File: src/rtl/tsc_pkg.sv
// Shared constants, types and helpers of the temperature sensor serial port.
package tsc_pkg;

	// Settings register layout, most significant field first.
	typedef struct packed {
		logic       reserved;
		logic [1:0] resolution_sel;
		logic [1:0] fault_count_sel;
		logic       alarm_active_level;
		logic       alarm_mode_select;
		logic       standby_select;
	} tsc_cfg_t;

	// Register pointer codes.
	localparam logic [1:0] PTR_TEMP = 2'h0;
	localparam logic [1:0] PTR_CFG  = 2'h1;
	localparam logic [1:0] PTR_HYST = 2'h2;
	localparam logic [1:0] PTR_OVER = 2'h3;

	// Fixed upper part of the bus address; the straps supply the rest.
	localparam logic [3:0] DEV_ADDR_HI = 4'h9;

	// Reset values.
	localparam logic [7:0]  CFG_RESET  = 8'h00;
	localparam logic [15:0] TEMP_RESET = 16'h0000;
	localparam logic [15:0] OVER_RESET = 16'h5000;
	localparam logic [15:0] HYST_RESET = 16'h4b00;

	// Field positions and widths.
	localparam int CFG_RSVD_BIT = 7;
	localparam int BYTE_BITS    = 8;

	// Longest conversion time per resolution, in ms, and the clock in kHz.
	localparam int CONV_MS_9  = 150;
	localparam int CONV_MS_10 = 300;
	localparam int CONV_MS_11 = 600;
	localparam int CONV_MS_12 = 1200;
	localparam int CLK_KHZ    = 40000;

	// Keeps only the bits that the selected resolution produces.
	function automatic logic [15:0] tsc_res_mask(input logic [1:0] res);
		unique case (res)
			2'h0: tsc_res_mask = 16'hff80;
			2'h1: tsc_res_mask = 16'hffc0;
			2'h2: tsc_res_mask = 16'hffe0;
			2'h3: tsc_res_mask = 16'hfff0;
		endcase
	endfunction : tsc_res_mask

	// Consecutive out-of-limit results needed to trip the alarm.
	function automatic logic [2:0] tsc_fault_need(input logic [1:0] ft);
		unique case (ft)
			2'h0: tsc_fault_need = 3'h1;
			2'h1: tsc_fault_need = 3'h2;
			2'h2: tsc_fault_need = 3'h4;
			2'h3: tsc_fault_need = 3'h6;
		endcase
	endfunction : tsc_fault_need

endpackage : tsc_pkg

File: src/rtl/tsc_thermostat.sv
// Thermostat fault counter and alarm state for both alarm modes.
`timescale 1ns/10ps
module tsc_thermostat
	import tsc_pkg::*;
(
	// Clock and reset.
	input  wire logic        clock_in,
	input  wire logic        sys_rst_in,
	// Settings and limits.
	input  wire tsc_cfg_t    cfg_in,
	input  wire logic [15:0] over_limit_in,
	input  wire logic [15:0] hysteresis_in,
	// Conversion results and register read events.
	input  wire logic        sample_in,
	input  wire logic [15:0] temp_in,
	input  wire logic        read_clear_in,
	// Alarm state, true while the alarm is asserted.
	output logic             active_out
);

	logic [2:0]  run;
	logic        expect_low;
	logic        mode_q;
	logic        mode_chg;
	logic [15:0] mask;
	logic        over;
	logic        under;
	logic        hit;
	logic        trigger;
	logic [2:0]  need;

	always_comb begin
		mask     = tsc_res_mask(cfg_in.resolution_sel);
		over     = $signed(temp_in & mask) > $signed(over_limit_in & mask);
		under    = $signed(temp_in & mask) < $signed(hysteresis_in & mask);
		need     = tsc_fault_need(cfg_in.fault_count_sel);
		mode_chg = mode_q != cfg_in.alarm_mode_select;
		if (cfg_in.alarm_mode_select) begin
			hit = expect_low ? under : over;
		end else begin
			hit = over & ~active_out;
		end
		trigger = sample_in & hit & ((run + 3'h1) >= need);
	end

	always_ff @(posedge clock_in) begin
		mode_q <= sys_rst_in ? 1'b0 : cfg_in.alarm_mode_select;
	end

	// A result inside the limits breaks the run of consecutive faults.
	always_ff @(posedge clock_in) begin
		if (sys_rst_in || mode_chg || trigger) begin
			run <= 3'h0;
		end else if (sample_in) begin
			run <= hit ? run + 3'h1 : 3'h0;
		end
	end

	always_ff @(posedge clock_in) begin
		if (sys_rst_in || mode_chg) begin
			expect_low <= 1'b0;
		end else if (trigger && cfg_in.alarm_mode_select) begin
			expect_low <= ~expect_low;
		end
	end

	// A trip in the same cycle as a clearing read wins, so it is not lost.
	always_ff @(posedge clock_in) begin
		if (sys_rst_in || mode_chg) begin
			active_out <= 1'b0;
		end else if (trigger) begin
			active_out <= 1'b1;
		end else if (cfg_in.alarm_mode_select) begin
			if (read_clear_in || cfg_in.standby_select) begin
				active_out <= 1'b0;
			end
		end else if (sample_in && under) begin
			active_out <= 1'b0;
		end
	end
endmodule : tsc_thermostat

File: src/rtl/tsc_serial_port.sv
// Two-wire target port, register file and alarm pin of the thermometer.
//
// Overview of operation
// - Settings byte: reserved, resolution, faults, polarity, mode, standby.
// - Reserved settings bit writable, always reads zero.
// - Settings register clears to zero at reset.
// - Resolution code picks bits and conversion time.
// - Fault code needs 1, 2, 4, 6 faults.
// - Polarity bit picks alarm pin active level.
// - Mode bit picks comparator or interrupt alarm.
// - Standby bit stops conversions and clears an interrupt-mode alarm.
// - Two-bit pointer selects one of four registers.
// - Pointer persists across transactions until rewritten.
// - Pointer resets to the temperature register.
// - Target only; data line pulled low only.
// - Bytes travel most significant bit first.
// - Data falling while clock high is START.
// - Data rising while clock high is STOP, idle.
// - Receiver holds data low through ninth clock.
// - Master NACK ends the device's read data.
// - Match address 1001 plus three strap levels.
// - Address bit eight: one read, zero write.
// - Repeated START restarts address decoding directly.
// - Reads return high byte first; the pair repeats until NACK.
// - Standby waits for the running conversion.
// - Alarm trips after enough consecutive faults.
`timescale 1ns/10ps
module tsc_serial_port
	import tsc_pkg::*;
#(
	parameter int CONV_CYC_9  = CONV_MS_9 * CLK_KHZ,
	parameter int CONV_CYC_10 = CONV_MS_10 * CLK_KHZ,
	parameter int CONV_CYC_11 = CONV_MS_11 * CLK_KHZ,
	parameter int CONV_CYC_12 = CONV_MS_12 * CLK_KHZ
) (
	// Clock and reset.
	input  wire logic        clock_in,
	input  wire logic        sys_rst_in,
	// Two-wire bus pins; the data pin is open drain.
	input  wire logic        scl_in,
	input  wire logic        sda_in,
	output logic             sda_out,
	output logic             sda_oe_out,
	// Address straps.
	input  wire logic        addr_strap_hi_in,
	input  wire logic        addr_strap_mid_in,
	input  wire logic        addr_strap_lo_in,
	// Converter side.
	input  wire logic        conv_done_in,
	input  wire logic        conv_busy_in,
	input  wire logic [15:0] conv_temp_in,
	output logic [1:0]       resolution_sel_out,
	output logic [31:0]      conv_budget_out,
	output logic             standby_select_out,
	// Thermostat pin.
	output logic             temp_alarm_output_out
);

	if (CONV_CYC_9 < 1 || CONV_CYC_10 < CONV_CYC_9 ||
		CONV_CYC_11 < CONV_CYC_10 || CONV_CYC_12 < CONV_CYC_11) begin : g_chk
		$error("Conversion budgets must be positive and rising.");
	end

	typedef enum logic [2:0] {
		ST_IDLE, ST_ADDR, ST_PTR, ST_WR, ST_ACK, ST_RD, ST_MACK, ST_SKIP
	} tsc_state_t;

	tsc_state_t  st;
	tsc_state_t  after;
	logic [4:0]  sync1;
	logic [4:0]  sync2;
	logic        scl_q;
	logic        sda_q;
	logic        scl_s;
	logic        sda_s;
	logic        scl_rise;
	logic        scl_fall;
	logic        start_det;
	logic        stop_det;
	logic        receiving;
	logic        byte_done;
	logic        addr_match;
	logic [3:0]  bit_cnt;
	logic [7:0]  sh;
	logic        nack;
	logic        rd_second;
	logic [1:0]  wr_idx;
	logic        read_clear;
	logic [1:0]  pointer;
	tsc_cfg_t    cfg;
	logic [7:0]  cfg_rd;
	logic [15:0] temp;
	logic [15:0] over_limit;
	logic [15:0] hysteresis;
	logic [7:0]  wr_hold;
	logic [15:0] rd_word;
	logic        active;

	// Bus pins and straps come from outside the clock domain.
	always_ff @(posedge clock_in) begin
		if (sys_rst_in) begin
			sync1 <= 5'h1f;
			sync2 <= 5'h1f;
			scl_q <= 1'b1;
			sda_q <= 1'b1;
		end else begin
			sync1 <= {scl_in, sda_in, addr_strap_hi_in, addr_strap_mid_in,
				addr_strap_lo_in};
			sync2 <= sync1;
			scl_q <= sync2[4];
			sda_q <= sync2[3];
		end
	end

	always_comb begin
		scl_s      = sync2[4];
		sda_s      = sync2[3];
		scl_rise   = scl_s & ~scl_q;
		scl_fall   = ~scl_s & scl_q;
		start_det  = scl_s & scl_q & sda_q & ~sda_s;
		stop_det   = scl_s & scl_q & ~sda_q & sda_s;
		receiving  = st == ST_ADDR || st == ST_PTR || st == ST_WR;
		byte_done  = receiving && scl_fall && bit_cnt == 4'(BYTE_BITS);
		addr_match = sh[7:1] == {DEV_ADDR_HI, sync2[2:0]};
		cfg_rd     = cfg;
		cfg_rd[CFG_RSVD_BIT] = 1'b0;
		unique case (pointer)
			PTR_TEMP: rd_word = temp;
			PTR_CFG:  rd_word = {cfg_rd, cfg_rd};
			PTR_HYST: rd_word = hysteresis;
			PTR_OVER: rd_word = over_limit;
		endcase
	end

	// The data pin is only ever pulled low; the enable carries the bit.
	always_ff @(posedge clock_in) begin
		sda_out <= 1'b0;
	end

	always_ff @(posedge clock_in) begin
		if (sys_rst_in) begin
			st         <= ST_IDLE;
			after      <= ST_IDLE;
			bit_cnt    <= 4'h0;
			sh         <= 8'h00;
			sda_oe_out <= 1'b0;
			nack       <= 1'b0;
			rd_second  <= 1'b0;
		end else if (start_det) begin
			st         <= ST_ADDR;
			bit_cnt    <= 4'h0;
			sda_oe_out <= 1'b0;
		end else if (stop_det) begin
			st         <= ST_IDLE;
			sda_oe_out <= 1'b0;
		end else begin
			unique case (st)
				ST_IDLE, ST_SKIP: begin
					sda_oe_out <= 1'b0;
				end
				ST_ADDR, ST_PTR, ST_WR: begin
					if (scl_rise && bit_cnt < 4'(BYTE_BITS)) begin
						sh      <= {sh[6:0], sda_s};
						bit_cnt <= bit_cnt + 4'h1;
					end else if (byte_done) begin
						bit_cnt <= 4'h0;
						if (st != ST_ADDR) begin
							st         <= ST_ACK;
							after      <= ST_WR;
							sda_oe_out <= 1'b1;
						end else if (addr_match) begin
							st         <= ST_ACK;
							after      <= sh[0] ? ST_RD : ST_PTR;
							sda_oe_out <= 1'b1;
						end else begin
							st <= ST_SKIP;
						end
					end
				end
				ST_ACK: begin
					if (scl_fall) begin
						st        <= after;
						bit_cnt   <= 4'h0;
						rd_second <= 1'b0;
						sh        <= rd_word[15:8];
						sda_oe_out <= after == ST_RD && !rd_word[15];
					end
				end
				ST_RD: begin
					if (scl_fall) begin
						if (bit_cnt == 4'(BYTE_BITS - 1)) begin
							st         <= ST_MACK;
							sda_oe_out <= 1'b0;
						end else begin
							sda_oe_out <= !sh[6];
							sh         <= {sh[6:0], 1'b0};
							bit_cnt    <= bit_cnt + 4'h1;
						end
					end
				end
				ST_MACK: begin
					if (scl_rise) begin
						nack <= sda_s;
					end else if (scl_fall) begin
						bit_cnt <= 4'h0;
						if (nack) begin
							st <= ST_SKIP;
						end else begin
							// Past the second byte the pair repeats.
							st         <= ST_RD;
							rd_second  <= ~rd_second;
							sh         <= rd_second ? rd_word[15:8] : rd_word[7:0];
							sda_oe_out <= rd_second ? !rd_word[15] : !rd_word[7];
						end
					end
				end
			endcase
		end
	end

	// Reads clear an interrupt-mode alarm; the address is the trigger.
	always_ff @(posedge clock_in) begin
		read_clear <= !sys_rst_in && st == ST_ADDR && byte_done && addr_match
			&& sh[0];
	end

	always_ff @(posedge clock_in) begin
		if (sys_rst_in) begin
			pointer <= PTR_TEMP;
		end else if (st == ST_PTR && byte_done) begin
			pointer <= sh[1:0];
		end
	end

	// Each write starts over at the first byte after a fresh pointer.
	always_ff @(posedge clock_in) begin
		if (sys_rst_in || (st == ST_PTR && byte_done)) begin
			wr_idx <= 2'h0;
		end else if (st == ST_WR && byte_done && wr_idx != 2'h3) begin
			wr_idx <= wr_idx + 2'h1;
		end
	end

	// Writes beyond the register's length are acknowledged and dropped.
	always_ff @(posedge clock_in) begin
		if (sys_rst_in) begin
			cfg     <= CFG_RESET;
			over_limit <= OVER_RESET;
			hysteresis <= HYST_RESET;
			wr_hold <= 8'h00;
		end else if (st == ST_WR && byte_done) begin
			if (pointer == PTR_CFG && wr_idx == 2'h0) begin
				cfg <= sh;
			end
			if (wr_idx == 2'h0) begin
				wr_hold <= sh;
			end
			if (wr_idx == 2'h1 && pointer == PTR_OVER) begin
				over_limit <= {wr_hold, sh[7:4], 4'h0};
			end
			if (wr_idx == 2'h1 && pointer == PTR_HYST) begin
				hysteresis <= {wr_hold, sh[7:4], 4'h0};
			end
		end
	end

	// A conversion under way when standby is chosen still lands here.
	always_ff @(posedge clock_in) begin
		if (sys_rst_in) begin
			temp <= TEMP_RESET;
		end else if (conv_done_in) begin
			temp <= conv_temp_in & tsc_res_mask(cfg.resolution_sel);
		end
	end

	always_ff @(posedge clock_in) begin
		if (sys_rst_in) begin
			standby_select_out <= 1'b0;
			resolution_sel_out <= 2'h0;
			conv_budget_out    <= 32'(CONV_CYC_9);
		end else begin
			standby_select_out <= cfg.standby_select && !conv_busy_in;
			resolution_sel_out <= cfg.resolution_sel;
			unique case (cfg.resolution_sel)
				2'h0: conv_budget_out <= 32'(CONV_CYC_9);
				2'h1: conv_budget_out <= 32'(CONV_CYC_10);
				2'h2: conv_budget_out <= 32'(CONV_CYC_11);
				2'h3: conv_budget_out <= 32'(CONV_CYC_12);
			endcase
		end
	end

	tsc_thermostat u_thermostat (
		.clock_in      (clock_in),
		.sys_rst_in    (sys_rst_in),
		.cfg_in        (cfg),
		.over_limit_in (over_limit),
		.hysteresis_in (hysteresis),
		.sample_in     (conv_done_in),
		.temp_in       (conv_temp_in & tsc_res_mask(cfg.resolution_sel)),
		.read_clear_in (read_clear),
		.active_out    (active)
	);

	always_ff @(posedge clock_in) begin
		if (sys_rst_in) begin
			temp_alarm_output_out <= 1'b1;
		end else begin
			temp_alarm_output_out <= cfg.alarm_active_level ^ ~active;
		end
	end
endmodule : tsc_serial_port

File: config.mk
export PLATFORM = sky130hd
export DESIGN_NAME = tsc_serial_port
export DESIGN_NICKNAME = d
export VERILOG_FILES = /design/src/rtl/tsc_pkg.sv /design/src/rtl/tsc_thermostat.sv /design/src/rtl/tsc_serial_port.sv
export SDC_FILE = /design/constraint.sdc
export NUM_CORES = 1
export LEC_CHECK = 0
export BUFFER_PORTS_ARGS = -buffer_cell sky130_fd_sc_hd__buf_2
export CORE_AREA = 4 4 103 144
export CTS_CLUSTER_DIAMETER = 30
export CTS_CLUSTER_SIZE = 8
export DETAILED_ROUTE_END_ITERATION = 6
export DIE_AREA = 0 0 107 148
export GPL_ROUTABILITY_DRIVEN = 0
export GPL_TIMING_DRIVEN = 0
export PLACE_DENSITY = 0.62
export SLEW_MARGIN = 20
export SYNTH_ARGS = -nofsm -noshare
export SYNTH_HDL_FRONTEND = slang
export SYNTH_HIERARCHICAL = 1
export SYNTH_SLANG_ARGS = --single-unit
File: constraint.sdc
create_clock -name clock_in -period 4.9 [get_ports clock_in]
set_clock_uncertainty 0.1 [all_clocks]
set_input_delay 0.245 -clock clock_in [delete_from_list [all_inputs] [get_ports clock_in]]
set_output_delay 0.245 -clock clock_in [all_outputs]
set_load 0.1 [all_outputs]
==> results.rst <==
.. list-table::
   :header-rows: 1

   * - Metric
     - Value
   * - Core box area
     - 0.0134 sq mm
   * - Fmax
     - 285 MHz
   * - Number of antenna violations at the first check in global routing
     - 0
   * - Max Cap Viol
     - 0
   * - Cell-by-cell trace of the critical path
     - inv_1 > ha_1 > o21a_1 > and2_1 > ha_1 > nor2b_1 > o211ai_1 > a211oi_2 > a2111oi_2 > mux2i_1 > a32oi_2 > o32ai_2
   * - Placement row count
     - 50
   * - Detail Placement HPWL
     - between 10 and 15 mm
   * - Drt first-iter violations
     - 326
   * - Worst reg2reg path startpoint
     - cfg[5]
   * - Proportion of power drawn by flip-flops and latches
     - between 40% and 50%
   * - Wire length on met3
     - 660 microns
   * - Worst reg2reg path endpoint
     - u_thermostat/active_out
   * - Worst-path maximum fanout
     - 14
   * - Endpoint required time on the critical path
     - 5.07 ns
   * - Die span in x
     - 107 microns
   * - Clk slew on worst S/H paths
     - roughly 0.080 ns
   * - Worst reg-to-reg path cell count
     - 12
   * - Cell type of the slowest stage on the worst timing path
     - sky130_fd_sc_hd__dfxtp_1
   * - Number of DRC violations after detailed routing
     - 0
   * - Number of global-route vias before repair
     - about 5,000
   * - Met2 wire length
     - 7.92 mm
   * - Pin count of the biggest net entering global routing
     - 19
   * - M1 wire length
     - 6.29 mm
   * - Arrival time reported for the critical path endpoint
     - 3.67 ns
   * - CTS tree
     - built
   * - Average cell area after synthesis
     - around 9.2 sq um
   * - Buffers added on ports
     - 44
   * - Cts hold-fix bufs
     - 7
   * - Type of the worst setup path
     - register to register
   * - Pwr per Cell Area
     - 274 mW/mm^2
   * - Post-layout power
     - 1.86 mW
   * - Final worst-path cycle share
     - 71.5%
   * - Design internal power
     - 1.37 mW
   * - Global router's overall resource usage
     - about a fifth
   * - Congestion Overflow GR
     - 0
   * - Io pins
     - 63
   * - Highest metal used
     - met4
   * - Maximum clock insertion buffer count
     - 2
   * - Clock Power Share
     - 40.0%
   * - Critical Path Sink Type
     - register
   * - Depth of the critical timing path with buffers and inverters included
     - 12
   * - Slew at the pin closest to its max-slew limit
     - 0.839 ns
   * - Most frequent cells in the layout
     - 110 x sky130_fd_sc_hd__dfxtp_1, 72 x sky130_fd_sc_hd__nor2_1, 52 x sky130_fd_sc_hd__buf_2, 46 x sky130_fd_sc_hd__mux2i_1, 40 x sky130_fd_sc_hd__nand2_1
   * - Net Sw Power
     - 489 uW
   * - Final #Nets
     - 784
   * - Vias per Instance
     - 5.40
   * - RSZ-0062 raised after global routing
     - false
   * - Launch instance of the worst min-delay path
     - conv_temp_in[13]
   * - Share of layout cells above drive strength 1
     - 20.2%
   * - Wire length per cell after detailed routing
     - 17.1 microns
   * - Critical path's top delay family
     - compound AO/OA/AOI/OAI gates
   * - Initial Utilization
     - 44.3%
   * - Detailed-route wire length
     - ~16 mm
   * - Cell area reported after detailed placement
     - 0.00643 sq mm
   * - Outcome
     - finished clean
   * - Last element of the critical path
     - u_thermostat/active_out
   * - Final Hold Viols
     - 0
   * - Min cycle time layout
     - between 3 and 4 ns
   * - Mapped Area
     - between 0.005 and 0.006 sq mm
   * - Static power due to leakage
     - between 2 and 3 nW
   * - Fraction of power spent switching nets
     - 26.3%
   * - First-pass GRT wire length
     - between 20 and 30 mm
   * - Most common library cell in the layout ignoring fill and taps
     - sky130_fd_sc_hd__dfxtp_1
   * - Post-route cell area
     - between 0.006 and 0.007 sq mm
   * - Skew-Pair Late Insertion Delay
     - about 0.35 ns
   * - Most common cell on crit path
     - sky130_fd_sc_hd__ha_1
   * - Worst-case register-to-register setup slack
     - 1.40 ns
   * - Buffer count from post-CTS setup fixing
     - 0
   * - Routed via count
     - between 4,000 and 5,000
   * - Count of pins over their slew limit
     - 0
   * - Buffers & Inverters on Critical Path
     - 1
   * - Number of synthesis warnings
     - 6
   * - Height of the chip
     - 148 microns
   * - Antenna diode count
     - 0
   * - Crit start category
     - register
   * - H-tree depth
     - 3
   * - Number of CTS-inserted buffers
     - 9
   * - Layout area overhead
     - 14.6%
   * - Sinks on Clock Net
     - 110
   * - Area enclosed by the die boundary
     - 0.0158 sq mm
   * - Root buffer cell
     - sky130_fd_sc_hd__clkbuf_16
   * - Final setup fails
     - 0
   * - Worst slew margin
     - 44.1%
   * - Detailed Routing Iterations Pass 1
     - 5
   * - Total Neg Setup Slack
     - 0 ns
   * - Number of instances in the synthesized netlist
     - 645
   * - Number of nets still failing antenna checks after routing
     - 0
   * - Type of the tightest min-delay check
     - input port to register
   * - Combinational group share of total power
     - between 10% and 20%
   * - Setup crit start
     - cfg[5]
   * - IR drop worst, VDD
     - 0.000149 V
   * - Maximum single-stage delay on the critical path
     - around 0.64 ns
   * - Quantity of gates resized following cts
     - 0
## area by class of cell
| type | instances | area, sq um |
|---|---|---|
| plain buffers | 57 | 350 |
| clock buffers | 9 | 225 |
| clock inverters | 6 | 71.3 |
| fillers | 1311 | 6590 |
| inverters | 36 | 135 |
| multi-input cells | 455 | 3290 |
| flip-flops and latches | 110 | 2200 |
| well taps | 182 | 228 |
| repair buffers | 51 | 290 |
## worst register-to-register path, stage by stage, from the launching register on
cell	delay (ns)
sky130_fd_sc_hd__dfxtp_1	0.64
sky130_fd_sc_hd__inv_1	0.21
sky130_fd_sc_hd__ha_1	0.26
sky130_fd_sc_hd__o21a_1	0.18
sky130_fd_sc_hd__and2_1	0.18
sky130_fd_sc_hd__ha_1	0.31
sky130_fd_sc_hd__nor2b_1	0.13
sky130_fd_sc_hd__o211ai_1	0.23
sky130_fd_sc_hd__a211oi_2	0.12
sky130_fd_sc_hd__a2111oi_2	0.27
sky130_fd_sc_hd__mux2i_1	0.36
sky130_fd_sc_hd__a32oi_2	0.15
sky130_fd_sc_hd__o32ai_2	0.27
## per-stage QoR
step,util (%),std cells,hold slack [ns],setup WS [ns]
final,50.8,906,0.0660,1.40
after global routing,50.8,906,0.0781,1.15
after CTS,50.8,906,0.0653,1.37
after detailed placement,48.0,884,0.294,1.39
after global placement,48.0,884,0.292,1.43
after floorplan,-,658,0.217,1.98
## how the worst min path moves through the flow
stage | end | depth (start not counted)
after floorplan | u_thermostat/mode_q | 1
after global placement | sync2[3] | 1
after detailed placement | sync2[1] | 1
after CTS | temp[13] | 3
after global routing | temp[12] | 3
final | temp[13] | 3
## routing by layer
layer / up-vias / GRT usage [%]
li1: 2376 / -
met1: 2331 / 23.0
met2: 149 / 35.9
met3: 40 / 3.15
met4: 0 / 9.66
met5: - / 0
## state kept, by name, indices dropped and copies added (netlist names), 4 cells and up
name / count
bit_cnt: 4
cfg: 7
conv_budget_out: 11
hysteresis: 12
over_limit: 12
sh: 8
sync1: 5
sync2: 5
temp: 12
wr_hold: 8
## power groups by stage
stage	logic, mW	clock network [mW]	registers [mW]
2_1_floorplan	0.140	0	0.943
3_3_place_gp	0.182	0	0.944
3_5_place_dp	0.186	0	0.944
4_1_cts	0.191	0.755	0.923
5_1_grt	0.206	0.790	0.925
6_report	0.191	0.744	0.924
Note: power is estimated with default switching activity, not from simulation.
